File: config.mk
export PLATFORM = sky130hd
export DESIGN_NAME = smt_timer
export DESIGN_NICKNAME = d
export VERILOG_FILES = /design/src/rtl/smt_pkg.sv /design/src/rtl/smt_timer.sv
export SDC_FILE = /design/constraint.sdc
export NUM_CORES = 1
export LEC_CHECK = 0
export ABC_AREA = 1
export BUFFER_PORTS_ARGS = -buffer_cell sky130_fd_sc_hd__buf_2
export CORE_MARGIN = 1.5
export CORE_UTILIZATION = 55
export DETAILED_ROUTE_END_ITERATION = 6
export PLACE_DENSITY_LB_ADDON = 0.15
export SLEW_MARGIN = 40
export SYNTH_ARGS = -nofsm -noshare
export SYNTH_HDL_FRONTEND = slang
export SYNTH_SLANG_ARGS = --single-unit
File: constraint.sdc
create_clock -name clk_in -period 5 [get_ports clk_in]
set_input_delay 0.75 -clock clk_in [delete_from_list [all_inputs] [get_ports clk_in]]
set_output_delay 0.75 -clock clk_in [all_outputs]
set_load 0.005 [all_outputs]
File: src/rtl/smt_pkg.sv
// Constants and types for the sixteen-bit multimode timer
package smt_pkg;
    localparam int CNT_W = 16;
    localparam logic [15:0] CNT_ZERO = 16'h0000;
    localparam logic [15:0] CNT_ONE = 16'h0001;
    // Mode select encodings
    localparam logic [2:0] MODE_TIMER = 3'h0;
    localparam logic [2:0] MODE_EXT_TRIG = 3'h1;
    localparam logic [2:0] MODE_EVENT = 3'h2;
    localparam logic [2:0] MODE_WINDOW = 3'h3;
    localparam logic [2:0] MODE_PWM = 3'h6;
    localparam logic [2:0] MODE_PPG = 3'h7;
    // Source clock select encodings
    localparam logic [1:0] SRC_DIV3 = 2'h0;
    localparam logic [1:0] SRC_DIV7 = 2'h1;
    localparam logic [1:0] SRC_DIV11 = 2'h2;
    // Start select encodings
    localparam logic [1:0] START_STOP = 2'h0;
    localparam logic [1:0] START_CMD = 2'h1;
    localparam logic [1:0] START_EXT = 2'h2;
    // Prescaler tap positions
    localparam int TAP_FC3 = 2;
    localparam int TAP_FC7 = 6;
    localparam int TAP_FC11 = 10;
    localparam int TAP_FS3 = 2;
    localparam int FC_DIV_W = 11;
    localparam int FS_DIV_W = 3;
    // Noise filter: pulses of 7 fc cycles or less are rejected
    localparam logic [3:0] FILT_REJECT = 4'h7;
    localparam logic [3:0] FILT_FULL = 4'h8;
    typedef enum logic [2:0] {
        SMT_IDLE = 3'b001,
        SMT_RUN = 3'b010,
        SMT_HALT = 3'b100
    } smt_state_t;
endpackage

File: src/rtl/smt_timer.sv
// Sixteen-bit multimode timer/counter with pulse generator output
//
// Behaviour
// - Timer mode counts internal clock, matches period, interrupts, clears, continues.
// - Soft capture request copies count to capture register, then self-clears.
// - Source clock is a prescaler tap; slow mode offers only fs/8.
// - External trigger mode starts on edge, halts cleared after period match.
// - Count pin filtered against 7/fc pulses, filter bypassed in slow mode.
// - Event counter counts selected pin edges, interrupts and clears on match.
// - Window mode counts internal clock gated by pin of selected polarity.
// - Pulse width mode starts on trigger edge, captures on opposite edge.
// - Single-edge capture clears counter; double-edge also captures next trigger edge.
// - Pulse width capture with fc/8 source reads LSB as zero.
// - Pulse generator starts on edge or command; compare match toggles output.
// - Period match toggles output again, clears counter, raises interrupt.
// - Output flip-flop resets to zero and software can preset it.
// - Capture register writes accepted only in pulse generator mode.
// - Reset leaves period and capture registers unchanged.
// - Trigger edge select comes from external interrupt control bit 3.
`timescale 1ns/10ps
`default_nettype none
module smt_timer (
    input wire logic clk_in,
    input wire logic rst_in,
    input wire logic ce_in,
    input wire logic fs_tick_in,
    input wire logic slow_mode_in,
    input wire logic ctrl_wr_in,
    input wire logic [2:0] mode_select_in,
    input wire logic [1:0] source_clock_select_in,
    input wire logic [1:0] start_select_in,
    input wire logic soft_capture_req_in,
    input wire logic capture_edge_count_sel_in,
    input wire logic flipflop_init_value_in,
    input wire logic prescaler_tap_select_in,
    input wire logic trigger_edge_select_in,
    input wire logic period_wr_in,
    input wire logic [15:0] period_data_in,
    input wire logic capcmp_wr_in,
    input wire logic [15:0] capcmp_data_in,
    input wire logic count_input_pin_in,
    output logic [15:0] capture_compare_reg_out,
    output logic [15:0] count_out,
    output logic match_interrupt_out,
    output logic pulse_generator_output_out
);
    logic [2:0] mode_reg;
    logic [1:0] src_reg;
    logic [1:0] start_reg;
    logic dbl_reg;
    logic [15:0] period_match_reg;
    logic [15:0] capture_compare_reg;
    logic [15:0] cnt_reg;
    logic [15:0] cnt_next;
    logic ffo_reg;
    logic irq_reg;
    logic [10:0] fc_div_reg;
    logic [2:0] fs_div_reg;
    logic tap_reg;
    logic pin_s1_reg;
    logic pin_s2_reg;
    logic [3:0] filt_cnt_reg;
    logic filt_reg;
    logic filt_d_reg;
    smt_pkg::smt_state_t state_reg;
    smt_pkg::smt_state_t state_next;

    // Internal tap: fc side free-runs, fs side advances on fs ticks
    wire [10:0] fc_div_next = fc_div_reg + 11'h001;
    wire [2:0] fs_div_next = fs_div_reg + 3'h1;
    wire fs_tap = fs_div_reg[smt_pkg::TAP_FS3];
    wire tap_sel = slow_mode_in ? fs_tap :
        (src_reg == smt_pkg::SRC_DIV3) ? fc_div_reg[smt_pkg::TAP_FC3] :
        (src_reg == smt_pkg::SRC_DIV7) ? fc_div_reg[smt_pkg::TAP_FC7] :
        prescaler_tap_select_in ? fs_tap : fc_div_reg[smt_pkg::TAP_FC11];
    wire win_level = filt_reg ^ ~trigger_edge_select_in;
    wire tap_gated = tap_sel & ((mode_reg != smt_pkg::MODE_WINDOW) | win_level);
    wire tick = tap_gated & ~tap_reg;

    // Noise filter output edges; polarity follows the edge select bit
    wire pin_rise = filt_reg & ~filt_d_reg;
    wire pin_fall = ~filt_reg & filt_d_reg;
    wire trig_edge = trigger_edge_select_in ? pin_rise : pin_fall;
    wire opp_edge = trigger_edge_select_in ? pin_fall : pin_rise;

    wire is_timer = mode_reg == smt_pkg::MODE_TIMER;
    wire is_ext = mode_reg == smt_pkg::MODE_EXT_TRIG;
    wire is_event = mode_reg == smt_pkg::MODE_EVENT;
    wire is_pwm = mode_reg == smt_pkg::MODE_PWM;
    wire is_ppg = mode_reg == smt_pkg::MODE_PPG;
    wire running = state_reg == smt_pkg::SMT_RUN;
    wire adv = running & (is_event ? trig_edge : tick);
    wire period_hit = adv & ~is_pwm & (cnt_reg + smt_pkg::CNT_ONE == period_match_reg);
    wire cmp_hit = adv & is_ppg & (cnt_reg + smt_pkg::CNT_ONE == capture_compare_reg);
    wire pwm_cap = running & is_pwm & (opp_edge | (dbl_reg & trig_edge));
    wire pwm_clr = pwm_cap & ~dbl_reg;
    wire fc3_src = ~slow_mode_in & (src_reg == smt_pkg::SRC_DIV3);
    wire [15:0] pwm_val = fc3_src ? {cnt_reg[15:1], 1'b0} : cnt_reg;
    wire soft_cap = ctrl_wr_in & soft_capture_req_in;
    wire start_ext = start_reg == smt_pkg::START_EXT;
    wire start_cmd = start_reg == smt_pkg::START_CMD;

    always_comb begin
        state_next = state_reg;
        case (state_reg)
            smt_pkg::SMT_IDLE: begin
                if (start_cmd & ~is_pwm & ~is_ext) begin
                    state_next = smt_pkg::SMT_RUN;
                end else if (start_ext & trig_edge) begin
                    state_next = smt_pkg::SMT_RUN;
                end
            end
            smt_pkg::SMT_RUN: begin
                if (start_reg == smt_pkg::START_STOP) begin
                    state_next = smt_pkg::SMT_IDLE;
                end else if (period_hit & (is_ext | (is_ppg & start_ext))) begin
                    state_next = smt_pkg::SMT_HALT;
                end
            end
            smt_pkg::SMT_HALT: begin
                if (start_reg == smt_pkg::START_STOP) begin
                    state_next = smt_pkg::SMT_IDLE;
                end else if (trig_edge) begin
                    state_next = smt_pkg::SMT_RUN;
                end
            end
            default: state_next = smt_pkg::SMT_IDLE;
        endcase
    end

    always_comb begin
        cnt_next = cnt_reg;
        if (!running) begin
            cnt_next = smt_pkg::CNT_ZERO;
        end else if (period_hit | pwm_clr) begin
            cnt_next = smt_pkg::CNT_ZERO;
        end else if (adv) begin
            cnt_next = cnt_reg + smt_pkg::CNT_ONE;
        end
    end

    // Prescaler and pin path
    always_ff @(posedge clk_in) begin
        if (rst_in) begin
            fc_div_reg <= 11'h000;
            fs_div_reg <= 3'h0;
            tap_reg <= 1'b0;
            pin_s1_reg <= 1'b0;
            pin_s2_reg <= 1'b0;
            filt_cnt_reg <= 4'h0;
            filt_reg <= 1'b0;
            filt_d_reg <= 1'b0;
        end else if (ce_in) begin
            fc_div_reg <= fc_div_next;
            if (fs_tick_in) begin
                fs_div_reg <= fs_div_next;
            end
            tap_reg <= tap_gated;
            pin_s1_reg <= count_input_pin_in;
            pin_s2_reg <= pin_s1_reg;
            filt_d_reg <= filt_reg;
            if (slow_mode_in | (pin_s2_reg == filt_reg)) begin
                filt_cnt_reg <= 4'h0;
            end else if (filt_cnt_reg != smt_pkg::FILT_FULL) begin
                filt_cnt_reg <= filt_cnt_reg + 4'h1;
            end
            if (slow_mode_in) begin
                filt_reg <= pin_s2_reg;
            end else if (filt_cnt_reg == smt_pkg::FILT_REJECT) begin
                filt_reg <= pin_s2_reg;
            end
        end
    end

    // Control, counter and output flip-flop
    always_ff @(posedge clk_in) begin
        if (rst_in) begin
            mode_reg <= smt_pkg::MODE_TIMER;
            src_reg <= smt_pkg::SRC_DIV3;
            start_reg <= smt_pkg::START_STOP;
            dbl_reg <= 1'b0;
            cnt_reg <= smt_pkg::CNT_ZERO;
            ffo_reg <= 1'b0;
            irq_reg <= 1'b0;
            state_reg <= smt_pkg::SMT_IDLE;
        end else if (ce_in) begin
            state_reg <= state_next;
            cnt_reg <= cnt_next;
            irq_reg <= period_hit | pwm_cap;
            if (ctrl_wr_in) begin
                mode_reg <= mode_select_in;
                src_reg <= source_clock_select_in;
                start_reg <= start_select_in;
                dbl_reg <= capture_edge_count_sel_in;
                ffo_reg <= flipflop_init_value_in;
            end else if (is_ppg & (cmp_hit | period_hit)) begin
                ffo_reg <= ~ffo_reg;
            end
        end
    end

    // Timer registers have no reset term
    always_ff @(posedge clk_in) begin
        if (ce_in) begin
            if (period_wr_in) begin
                period_match_reg <= period_data_in;
            end
            if (pwm_cap) begin
                capture_compare_reg <= pwm_val;
            end else if (soft_cap) begin
                capture_compare_reg <= cnt_reg;
            end else if (capcmp_wr_in & is_ppg) begin
                capture_compare_reg <= capcmp_data_in;
            end
        end
    end

    assign capture_compare_reg_out = capture_compare_reg;
    assign count_out = cnt_reg;
    assign match_interrupt_out = irq_reg;
    assign pulse_generator_output_out = ffo_reg;

    a_irq_on_match: assert property (@(posedge clk_in) disable iff (rst_in)
        ce_in && period_hit |=> match_interrupt_out) else $error("no interrupt on match");
    a_irq_single: assert property (@(posedge clk_in) disable iff (rst_in)
        ce_in && match_interrupt_out && !period_hit && !pwm_cap |=> !match_interrupt_out)
        else $error("irq stretched");
    a_clear_on_match: assert property (@(posedge clk_in) disable iff (rst_in)
        ce_in && period_hit |=> count_out == 16'h0000) else $error("count not cleared");
    a_soft_capture: assert property (@(posedge clk_in) disable iff (rst_in)
        ce_in && soft_cap && !pwm_cap |=> capture_compare_reg_out == $past(cnt_reg)) else $error("soft capture lost");
    a_ext_halt: assert property (@(posedge clk_in) disable iff (rst_in)
        ce_in && running && is_ext && period_hit && start_ext |=> state_reg == smt_pkg::SMT_HALT)
        else $error("ext trigger did not halt");
    a_pwm_lsb: assert property (@(posedge clk_in) disable iff (rst_in)
        ce_in && pwm_cap && fc3_src |=> !capture_compare_reg_out[0]) else $error("lsb not zero");
    a_ppg_toggle: assert property (@(posedge clk_in) disable iff (rst_in)
        ce_in && !ctrl_wr_in && is_ppg && cmp_hit |=> pulse_generator_output_out != $past(ffo_reg))
        else $error("no toggle on compare");
    a_ppg_period: assert property (@(posedge clk_in) disable iff (rst_in)
        ce_in && !ctrl_wr_in && is_ppg && period_hit |=> pulse_generator_output_out != $past(ffo_reg)
        ##0 match_interrupt_out) else $error("no toggle on period");
    a_capcmp_guard: assert property (@(posedge clk_in) disable iff (rst_in)
        ce_in && capcmp_wr_in && !is_ppg && !pwm_cap && !soft_cap |=> $stable(capture_compare_reg_out))
        else $error("capture register written outside ppg");
    a_single_clear: assert property (@(posedge clk_in) disable iff (rst_in)
        ce_in && pwm_clr |=> count_out == 16'h0000) else $error("single edge not cleared");
endmodule
`default_nettype wire

Word level (Yosys, flattened, before mapping)
Cells that the tools add are included.
- flip-flop bits (word level): 84
- input bits: 53
- output and inout bits: 34
- logic and storage cells: 123
- add/subtract/negate cells: 4
- equality and inequality tests: 20
- mux-type cells: 27
- bitwise gates (word level): 39
- reductions and logical operators: 15
- operators by type and width (cell ; count):
    16-bit two-way mux ; 6
    16-bit == test ; 2
    1-bit bitwise AND ; 22
    3-bit two-way mux ; 6
    16-bit by 1-bit adder with 16-bit output (second input constant) ; 1
    2-bit AND reduction ; 8
    1-bit two-way mux ; 12
    11-bit by 1-bit adder with 11-bit output (second input constant) ; 1
    3-bit == test (second input constant) ; 3
    1-bit NOT ; 9
    3-bit one-hot mux with 3 select lines ; 1
    4-bit two-way mux ; 2
    1-bit bitwise OR ; 7
    3-bit by 1-bit == test with 1-bit output (second input constant) ; 2
    3-bit by 2-bit == test with 1-bit output (second input constant) ; 2
    3-bit by 1-bit != test with 1-bit output (second input constant) ; 2
    3-bit != test (second input constant) ; 2
    2-bit nonzero test ; 3
    4-bit by 1-bit adder with 4-bit output (second input constant) ; 1
    2-bit by 1-bit == test with 1-bit output (second input constant) ; 2
    4-bit by 3-bit == test with 1-bit output (second input constant) ; 1
    2-bit logical NOT ; 2
    4-bit != test (second input constant) ; 1
    4-bit AND reduction ; 1
    other kinds (6) ; 6

Longest topological paths before layout
Gate-level depths: netlist (run 1).
- word-level depth: 14
- mapped depth: 18
- depth with buffers taken out: 17

Worst setup path before layout (run 1)
OpenSTA, ideal clock, no wires.
- path kind: reg2reg
- from: reg cnt_reg[0] (netlist: count_out[0])
- to: reg cnt_reg[10] (netlist: count_out[10])
- library setup time: 0.113 ns
- arrival time: 2.072 ns
- required time: 4.887 ns
- slack: 2.816 ns
- stages on the path, launching flop included: 18
- buffers on the path: 1
- period minus slack after synthesis: 2.184 ns
- path through: dfxtp_1 > ha_1 > nand2_2 > nor2_4 > nand2_1 > nand2_1 > nand2_1 > nand2_1 > nand2_1 > nor2_1 > nand3_1 > nor2_1 > nand3_2 > nand3_2 > nand2_4 > buf_2 > nor2_1 > nor2_1
- longest elaborated chain between the ends: 6
- elaborated cells on any way between the ends: 9
- those cells by class: add/sub (1); eq/ne (2); mux (3); bitwise (2); reduce/logical (1)
- ends and longest elaborated chain (what ; line ; RTL):
    start: declaration ; smt_timer.sv:53 ; logic [15:0] cnt_reg;
    start signal: assignment ; smt_timer.sv:182 ; cnt_reg <= smt_pkg::CNT_ZERO;
    start signal: assignment ; smt_timer.sv:188 ; cnt_reg <= cnt_next;
    16-bit by 1-bit adder with 16-bit output (*) ; smt_timer.sv:93, smt_timer.sv:138 ;
    16-bit == test ; smt_timer.sv:93 ; wire period_hit = adv & ~is_pwm & (cnt_reg + smt_pkg::CNT_ONE == period_match_reg);
    1-bit bitwise AND ; smt_timer.sv:93 ;
    1-bit bitwise OR ; smt_timer.sv:135 ; end else if (period_hit | pwm_clr) begin
    3-bit by 1-bit != test with 1-bit output (no line) / 16-bit two-way mux (equally long branches) ; - ;
    2-bit AND reduction (no line) / 16-bit two-way mux (equally long branches) ; - ;
Mark *: on every way between the ends. The rest lies on a longest branch, timed or not. The select of a mux whose other input is x is not followed.
A chain may end at the register's enable or synchronous reset.

Final worst setup path (run 1)
- from: reg cnt_reg[0] (netlist: count_out[0])
- to: reg cnt_reg[7] (netlist: count_out[7])
Same word-level chain as after synthesis.

==> results of run 1 <==
-- cell type report --
cell class	count	area, µm²
tap	108	135
inverter	84	315
timing repair buffer	87	438
clock buffer	11	153
multi-input combinational	524	2470
sequential	84	2000
fill	799	3080
clock inverter	5	38.8
-- power by group through the flow --
stage	Sequential (µW)	Clock, µW	Combinational (µW)
2_1_floorplan	795	0	177
3_3_place_gp	805	0	240
3_5_place_dp	805	0	250
4_1_cts	790	489	253
5_1_grt	796	519	289
6_report	791	485	253
-- layout by cell type, fill, tap and decap left out, drive strengths merged, types with 5 or more instances in the layout --
master / netlist / layout
a21oi: 24 / 24
buf: 9 / 87
clkbuf: 7 / 11
dfxtp: 52 / 52
edfxtp: 32 / 32
ha: 5 / 5
inv: 84 / 87
nand2: 207 / 207
nand3: 57 / 57
nand3b: 15 / 15
nand4: 12 / 12
nor2: 119 / 119
nor3: 13 / 13
o21ai: 47 / 47
-- logic make-up after synthesis --
logic type | after synthesis | share of synthesized area [%]
AOI/OAI and AO/OA | 83 | 9.17
and+or+nand+nor | 427 | 38.4
DFF | 84 | 41.1
buffers and inverters | 100 | 8.19
xor gates and xnor gates | 9 | 1.90
adders and majority gates | 5 | 1.28
-- routing by layer --
layer  wire length, µm  up-vias  track usage [%]
met5                 0        -                0
li1                  -     2458                -
met2              6280      175             49.3
met1              5300     2164             33.0
met3               765       37             5.54
met4               359        0             10.4
-- critical path, stage by stage, from the launching register on --
cell	delay (ns)
dfxtp_1	0.48
ha_1	0.27
nand3_1	0.14
nor2_2	0.28
nand2_1	0.09
nand2_1	0.12
nand2_1	0.09
nand2_1	0.09
nand2_1	0.06
nor2_1	0.09
nand2_1	0.07
nor2_1	0.14
nand3_2	0.13
nand3_2	0.11
nand2_4	0.21
nand2_1	0.12
nand2_1	0.05
nor2_1	0.10
-- per-stage QoR --
step	instance area [µm²]	setup WS [ns]	hold WS, ns	std cells
3_5_place_dp	5360	2.36	0.459	887
6_report	5550	2.28	0.471	903
2_1_floorplan	4870	2.82	0.423	708
3_3_place_gp	5360	2.42	0.444	887
4_1_cts	5550	2.33	0.474	903
5_1_grt	5550	1.94	0.498	903
-- worst max path at each step --
stage | from | end | depth (start not counted)
floorplan | count_out[0] | count_out[10] | 17
global placement | count_out[0] | count_out[4] | 16
detailed placement | count_out[0] | count_out[1] | 16
CTS | count_out[0] | count_out[1] | 16
global route | count_out[0] | count_out[9] | 17
finish | count_out[0] | count_out[7] | 17
==> impl_metrics.yaml, run 1 <==
clocking:
  cts_tree: "yes"
  ctsRootBufferMaster: "clkbuf_8"
  htree_levels: 3
  cts_buffers: 9
  clock_sinks: 84
  cts_buffer_depth: 2
  cts_setup_buffers: 0
  cts_hold_buf: 0
  ctsResizeCount: 0
  path_clk_slew_ns: 0.09
  clkLatencyLatePin_ns: 0.36
drt:
  routedWlPerCell_um: 14.1
  viasPerCell: 5.35
  route.detailed.drc: 0
  route.vias.total: 4834
  drtIter0Drc: 237
  drt-pass1-iter-count: 5
  routed_wl_um: 12700
  antenna_left: 0
die:
  ioPinCount: 87
  num_rows: 34
  die-area_um2: 9430
  design.core.area_um2: 8640
  die_h_um: 97.1
  die_width_um: 97.1
  start_util_pct: 56.4
layout:
  nNetsFinal: 848
  final_util_pct: 64.3
  area_growth_pct: 14.0
  n_antenna_cell: 0
  drive_above_1_share_pct: 15.3
placement:
  port_buffers: 86
  dp_hpwl_um: 9450
  place.gp.congestion: 0.938
power:
  p_seq_share_pct: 51.7
  power.internal_uw: 1060
  p_switching_uw: 466
  p_per_area_nw_per_um2: 275
  p_clk_share_pct: 31.7
  finalPower_uw: 1530
  p_leak_uw: 0.00257
  switching_share_pct: 30.5
  p_comb_share_pct: 16.6
  ir_drop_uv: 170
setup_path:
  rrSetupSlack_ns: 2.28
  critPathRequiredTime_ns: 5.29
  critical_path_class: "reg -> reg"
  startpoint_type: "flip-flop"
  rr_startpoint: "count_out[0]"
  r2r.worst_path.cells: 17
  rr_endpoint: "count_out[7]"
  end_kind: "flip-flop"
  critical_path_arrival_ns: 3.01
  critical_path.max_fanout: 32
synth:
  synth.ff_latch_count: 84
  synth.avg_cell_area_um2: 6.88
  async_reset_ff_share_pct: 0
  synth_top_flop_cell: "dfxtp_1"
  yosys_warnings: 0
  synth_area_leaders: "dfxtp_1, edfxtp_1, nand2_1, nor2_1, inv_1"
  syn_area_um2: 4870
  yosysMostFrequentCell: "nand2_1"
  synth_nets: 766
  postSynthCellCount: 708
  ys_types: 39
  synth_common_cells: "nand2_1, nor2_1, inv_1, nand3_1, dfxtp_1"
  synth_top_cell_by_area: "dfxtp_1"
  yosysSeqAreaShare_pct: 41.1
  synth_edf_count: 32
  yosys.area.top_type_share_pct: 21.4
sta:
  grt_setup_unrepaired: "no"
  finalHoldViolations: 0
  relSlewSlack_pct: 46.2
  period_share_pct: 54.3
  drv_slew: 0
  tns_ns: 0
  setup_viol: 0
  finClkSkew_ns: 0.0125
  worst_slew_pin_slew_ns: 0.806
  post-route-min-period_ns: 2.72
  timing.fmax_ghz: 0.368
grt:
  gr-total-overflow: 0
  grt_max_degree: 33
  grt_pass1_vias: 4619
  gr-usage-all-layers_pct: 27.7
  antenna_found_initial: 0
  grt_pass1_wl_um: 21100
worst_hold_path:
  holdPathEnd: "fs_div_reg[2]"
  hold_path.class: "reg -> reg"
  whs_path_depth: 1
  hp-start: "fs_div_reg[2]"
run_status:
  outcome: "finished clean"
job:
  drv_cap: 0
Power figures use the tool's default switching activity.
==> run 2: changes to the inputs <==
==> constraint.sdc (replaced) <==
create_clock -name clk_in -period 2.7 [get_ports clk_in]
set_input_delay 0.405 -clock clk_in [delete_from_list [all_inputs] [get_ports clk_in]]
set_output_delay 0.405 -clock clk_in [all_outputs]
set_load 0.005 [all_outputs]
==> run 2 against run 1 <==
Against the previous run: via count is 0.85% higher; critical path type unchanged; combinational power increased by 88%; register-to-register slack worse by 2.0 ns; sequential cell count did not move; setup slack got worse by 2.0 ns; sequential power is 85% higher; hold slack got worse by 0.25 ns; global-route usage down 0.12 points; routed wire length fell by 0.76%; final cell count is 0.78% higher; non-clock buffer count is 7 higher.
==> impl_metrics.yaml, run 2 (synthesized netlist as in run 1, its figures left out) <==
layout:
  post_layout_nonfiller_instances: 910
  n_antenna_cell: 0
  multi_input_area_um2: 2490
  area_growth_pct: 15.4
  drive_above_1_share_pct: 16.3
  final_util_pct: 65.1
  mostFrequentLayoutCell: "nand2_1"
  fill_cells: 800
  seq_area_um2: 2000
  mostFrequentLayoutCells: "nand2_1, nor2_1, buf_2"
  nNetsFinal: 855
placement:
  dp_cells: 893
  port_buffers: 86
  place.gp.congestion: 0.990
  dp_hpwl_um: 9480
power:
  switching_share_pct: 31.1
  power.internal_uw: 1920
  p_comb_share_pct: 17.0
  ir_drop_uv: 302
  p_switching_uw: 869
  p_leak_uw: 0.00261
  p_clk_share_pct: 30.6
  p_seq_share_pct: 52.3
  p_per_area_nw_per_um2: 497
die:
  die_width_um: 97.1
  start_util_pct: 56.4
  design.core.area_um2: 8640
  die_h_um: 97.1
  num_rows: 34
  ioPinCount: 87
  die-area_um2: 9430
setup_path:
  startpoint_type: "flip-flop"
  end_kind: "flip-flop"
  crit_family: "simple AND/OR/NAND/NOR gates"
  critical_path.max_fanout: 32
  slowest_stage: "dfxtp_1"
  critPathLaunch: "count_out[0]"
  critPathBufInv: 0
  crit_path_frequent_cell: "nand2_1"
  rrSetupSlack_ns: 0.25
  rr_startpoint: "count_out[0]"
  cpPeakStageDelay_ns: 0.37
  critical_path_class: "reg -> reg"
  critPathRequiredTime_ns: 2.96
  critical_path_arrival_ns: 2.70
  path_cells: "ha_1 > nand3_1 > nor2_4 > nand2_1 > nand2_1 > nand2_1 > nand2_1 > nand2_1 > nor2_1 > nand2_1 > nor2_1 > nand3_2 > nand3_2 > nand2_8 > nor2_1 > nor2_1"
drt:
  viasPerCell: 5.36
  routedWlPerCell_um: 13.8
  route.detailed.drc: 0
  wl_met1_um: 5150
  highest_layer: "met4"
  wl_met3_um: 767
  antenna_left: 0
  drt-pass1-iter-count: 5
  routed_wl_um: 12600
  wl_met2_um: 6380
  route.vias.total: 4875
  drtIter0Drc: 271
sta:
  period_share_pct: 90.6
  relSlewSlack_pct: 69.6
  worst_slew_pin_slew_ns: 0.454
  tns_ns: 0
  finalHoldViolations: 0
  timing.fmax_ghz: 0.409
  finClkSkew_ns: 0.0117
  grt_setup_unrepaired: "no"
  post-route-min-period_ns: 2.45
  drv_slew: 0
  setup_viol: 0
worst_hold_path:
  hp-start: "period_data_in[0]"
  hold_path.class: "in -> reg"
job:
  drv_cap: 0
grt:
  grt_max_degree: 33
  grt_pass1_vias: 4605
  gr-total-overflow: 0
  grt_pass1_wl_um: 21100
  antenna_found_initial: 0
  gr-usage-all-layers_pct: 27.6
clocking:
  ctsRootBufferMaster: "clkbuf_8"
  cts_buffers: 9
  htree_levels: 3
  clkLatencyLatePin_ns: 0.36
  cts_hold_buf: 0
  path_clk_slew_ns: 0.10
  clock_sinks: 84
  cts_tree: "yes"
  cts_buffer_depth: 2
run_status:
  outcome: "finished clean"
## run 2: cell types whose count changed in the layout (fill, tap and decap cells not counted), sizes merged
cell	change
clkinv	+1
clkbuf	-2
buf	+7
inv	+1
## run 2: final timing paths
path,depth (start not counted),to
worst max-delay path,16,count_out[14]
worst min-delay path,1,period_match_reg[0]
worst max register to register,16,count_out[14]
worst min register to register,1,fs_div_reg[2]
## run 2: routing by layer
layer | vias up | global-route usage (%)
met4 | 0 | 9.70
li1 | 2473 | -
met2 | 161 | 48.0
met3 | 23 | 5.32
met5 | - | 0
met1 | 2218 | 34.2
## run 2: what timing repair did
action                     CTS  global route
setup buffers                0             1
resized for setup            0             5
setup endpoints to repair    0            16
## run 2: power groups by stage
stage / Sequential, µW / Combinational (µW) / Clock, µW
2_1_floorplan: 1470 / 328 / 0
3_3_place_gp: 1490 / 455 / 0
3_5_place_dp: 1490 / 468 / 0
4_1_cts: 1460 / 472 / 872
5_1_grt: 1470 / 547 / 923
6_report: 1460 / 476 / 856
## run 2: final cells by class
type,instances,area share (%)
clock buffers,9,2.20
clock inverters,7,1.02
inverters,84,5.61
multi-input cells,524,44.4
flip-flops and latches,84,35.6
well taps,108,2.40
repair buffers,94,8.73
## run 2: through the flow
step                hold slack (ns)  setup WS, ns  instance area, µm²  power, µW
finish                        0.217         0.253                5620       2790
global route                  0.193       0.00135                5620       2940
CTS                           0.203         0.117                5590       2800
detailed placement            0.447         0.119                5410       1960
global placement              0.448         0.218                5410       1940
floorplan                     0.423         0.516                4870       1800
==> run 3: changes to the inputs <==
--- a/config.mk
+++ b/config.mk
@@ -5,7 +5,6 @@
 export SDC_FILE = /design/constraint.sdc
 export NUM_CORES = 1
 export LEC_CHECK = 0
-export ABC_AREA = 1
 export BUFFER_PORTS_ARGS = -buffer_cell sky130_fd_sc_hd__buf_2
 export CORE_MARGIN = 1.5
 export CORE_UTILIZATION = 55
==> run 3 against run 2 <==
Against the previous run: global-route usage increased by 1.5 points; sequential power shrank 3%; register-to-register slack lost 0.21 ns; first-iteration DRC count down 7.0%; final cell count decreased by 13%; utilization is 9.3 points higher; clock power grew 13%; final area up 15%; highest routed layer unchanged.
==> impl_metrics.yaml, run 3 <==
setup_path:
  critPathRequiredTime_ns: 2.95
  rr_startpoint: "count_out[1]"
  critical_path_class: "reg -> reg"
  startpoint_type: "flip-flop"
  r2r.worst_path.cells: 9
  critical_path.max_fanout: 5
  rr_endpoint: "pulse_generator_output_out"
  cpPeakStageDelay_ns: 0.45
  rrSetupSlack_ns: 0.05
  critical_path_arrival_ns: 2.91
  end_kind: "flip-flop"
  slowest_stage: "o41ai_4"
  path_cells: "ha_4 > nand3_4 > or3_4 > buf_6 > xnor2_2 > o311a_1 > o2111ai_4 > o41ai_4 > mux2_4"
drt:
  drt-pass1-iter-count: 5
  routedWlPerCell_um: 17.5
  viasPerCell: 5.91
  route.detailed.drc: 0
  route.vias.total: 4683
  antenna_left: 0
  drtIter0Drc: 252
  routed_wl_um: 13900
grt:
  grt_pass1_wl_um: 22000
  gr-usage-all-layers_pct: 29.1
  gr-total-overflow: 0
  grt_max_degree: 28
  grt_use_met2_pct: 50.9
  grt-busiest-layer: "met2"
  antenna_found_initial: 0
  met1_usage_pct: 35.6
  use_met3_pct: 6.01
  grt_pass1_vias: 4440
power:
  p_switching_uw: 703
  p_per_area_nw_per_um2: 411
  power.internal_uw: 1960
  ir_drop_uv: 315
  p_seq_share_pct: 52.8
  p_leak_uw: 0.00262
  p_clk_share_pct: 36.4
  p_comb_share_pct: 10.8
  switching_share_pct: 26.4
placement:
  port_buffers: 86
  place_area_um2: 5950
  dp_hpwl_um: 10400
  pre_cts_ws_ns: -0.559
  place.gp.congestion: 0.981
synth:
  synth.ff_latch_count: 84
  postSynthCellCount: 542
  yosys_warnings: 0
  synth_top_cell_by_area: "dfxtp_1"
  synth_common_cells: "dfxtp_1, nor2_1, nand2_1, a21oi_1, edfxtp_1"
  synth_top_flop_cell: "dfxtp_1"
  synth_nets: 600
  synth.avg_cell_area_um2: 9.17
  yosys.area.top_type_share_pct: 20.9
  syn_area_um2: 4970
  yosysSeqAreaShare_pct: 40.3
  synth_edf_count: 32
  synth_area_leaders: "dfxtp_1, edfxtp_1, xnor2_1, xor2_1, nor2_1"
  ys_types: 61
  async_reset_ff_share_pct: 0
  yosysMostFrequentCell: "dfxtp_1"
worst_hold_path:
  holdPathEnd: "period_match_reg[0]"
  hold_path.class: "in -> reg"
  whs_path_depth: 1
  hp-start: "period_data_in[0]"
clocking:
  cts_tree: "yes"
  cts_buffer_depth: 2
  htree_levels: 3
  clkLatencyLatePin_ns: 0.37
  clock_sinks: 84
  ctsRootBufferMaster: "clkbuf_8"
  path_clk_slew_ns: 0.09
  cts_buffers: 9
sta:
  worst_slew_pin_slew_ns: 0.613
  setup_viol: 0
  period_share_pct: 98.3
  finalHoldViolations: 0
  drv_slew: 0
  timing.fmax_ghz: 0.377
  relSlewSlack_pct: 58.8
  tns_ns: 0
  post-route-min-period_ns: 2.65
  finClkSkew_ns: 0.0122
  postLayoutSetupSlackWorst_ns: 0.0460
  grt_setup_unrepaired: "yes"
die:
  die_h_um: 98.1
  die-area_um2: 9620
  ioPinCount: 87
  design.core.area_um2: 8720
  die_width_um: 98.1
  start_util_pct: 57.0
  num_rows: 34
layout:
  mostFrequentLayoutCell: "buf_2"
  n_antenna_cell: 0
  final_util_pct: 74.4
  drive_above_1_share_pct: 35.8
  nNetsFinal: 738
  mostFrequentLayoutCells: "buf_2, buf_4, nor2_1"
  stdcell_area_um2: 6480
  area_growth_pct: 30.5
run_status:
  outcome: "finished clean"
job:
  drv_cap: 0
## run 3: cell types whose count changed after synthesis, sizes merged, moves of 15 or more
| cell | delta |
|---|---|
| o21ai | -17 |
| mux2 | +17 |
| nor4 | +15 |
| nand3 | -29 |
| xnor2 | +24 |
| inv | -76 |
| nor2 | -68 |
| nand2 | -162 |
| xor2 | +22 |
## run 3: logic make-up (layout without fill, tap and decap cells)
logic type | after synthesis | count (layout) | share of synthesized area (%)
compound gates | 105 | 105 | 13.1
xor+xnor | 58 | 58 | 11.3
fa+ha+maj | 5 | 5 | 1.26
buf+inv | 43 | 186 | 3.75
flops | 84 | 84 | 40.3
mux | 28 | 28 | 6.07
simple gates | 219 | 219 | 24.2
## run 3: final cells by class
| type | instances | area [µm²] |
|---|---|---|
| timing repair buffer | 161 | 1040 |
| clock inverter | 5 | 42.5 |
| sequential | 84 | 2030 |
| clock buffer | 11 | 174 |
| fill | 642 | 2240 |
| inverter | 9 | 33.8 |
| tap | 108 | 135 |
| multi-input combinational | 415 | 3030 |
## run 3: per-stage QoR
step	power [µW]	hold WS, ns	cells
after floorplan	1590	0.440	542
after global placement	1700	0.446	770
after detailed placement	1710	0.458	770
after CTS	2680	0.202	787
after global routing	2760	0.196	793
final	2660	0.212	793
## run 3: power by group through the flow
stage | registers [µW] | clock network [µW] | logic [µW]
after detailed placement | 1440 | 0 | 278
after global routing | 1410 | 1030 | 317
final | 1410 | 971 | 288
after floorplan | 1430 | 0 | 165
after CTS | 1410 | 991 | 282
after global placement | 1430 | 0 | 270
## run 3: worst max-delay path, delay by kind of cell, from the launching register on
family | cells | cell delay (ns)
flip-flops | 1 | 0.38
AO/OA/AOI/OAI | 3 | 0.87
buffers and inverters | 1 | 0.14
XOR/XNOR | 1 | 0.11
adder cells (fa/ha/maj) | 1 | 0.15
AND/OR/NAND/NOR | 2 | 0.54
multiplexers | 1 | 0.33
## run 3: worst max-delay path by stage
stage                             start                         end  slack, ns  cells past startpoint
after floorplan           count_out[10]               count_out[13]      -0.04                      9
after global placement     count_out[3]  pulse_generator_output_out      -0.74                      9
after detailed placement   count_out[3]  pulse_generator_output_out      -0.56                      9
after CTS                  count_out[3]  pulse_generator_output_out      -0.02                      8
after global routing       count_out[1]               count_out[12]      -0.09                     11
final                      count_out[1]  pulse_generator_output_out       0.05                      9
## run 3: routing by layer
metal / part of all wire [%] / up-vias
li1: - / 2252
met1: 41 / 2231
met2: 50 / 165
met3: 5.7 / 35
met4: 3.0 / 0
met5: 0 / -
## run 3: repair_timing
action                                  CTS  global route
pin swaps                                 6            23
buffers inserted                          1             7
endpoints found under the setup margin    2            19
hold buffers                              0             0
gates resized for setup                  14            42
endpoints found under the hold margin     0             0
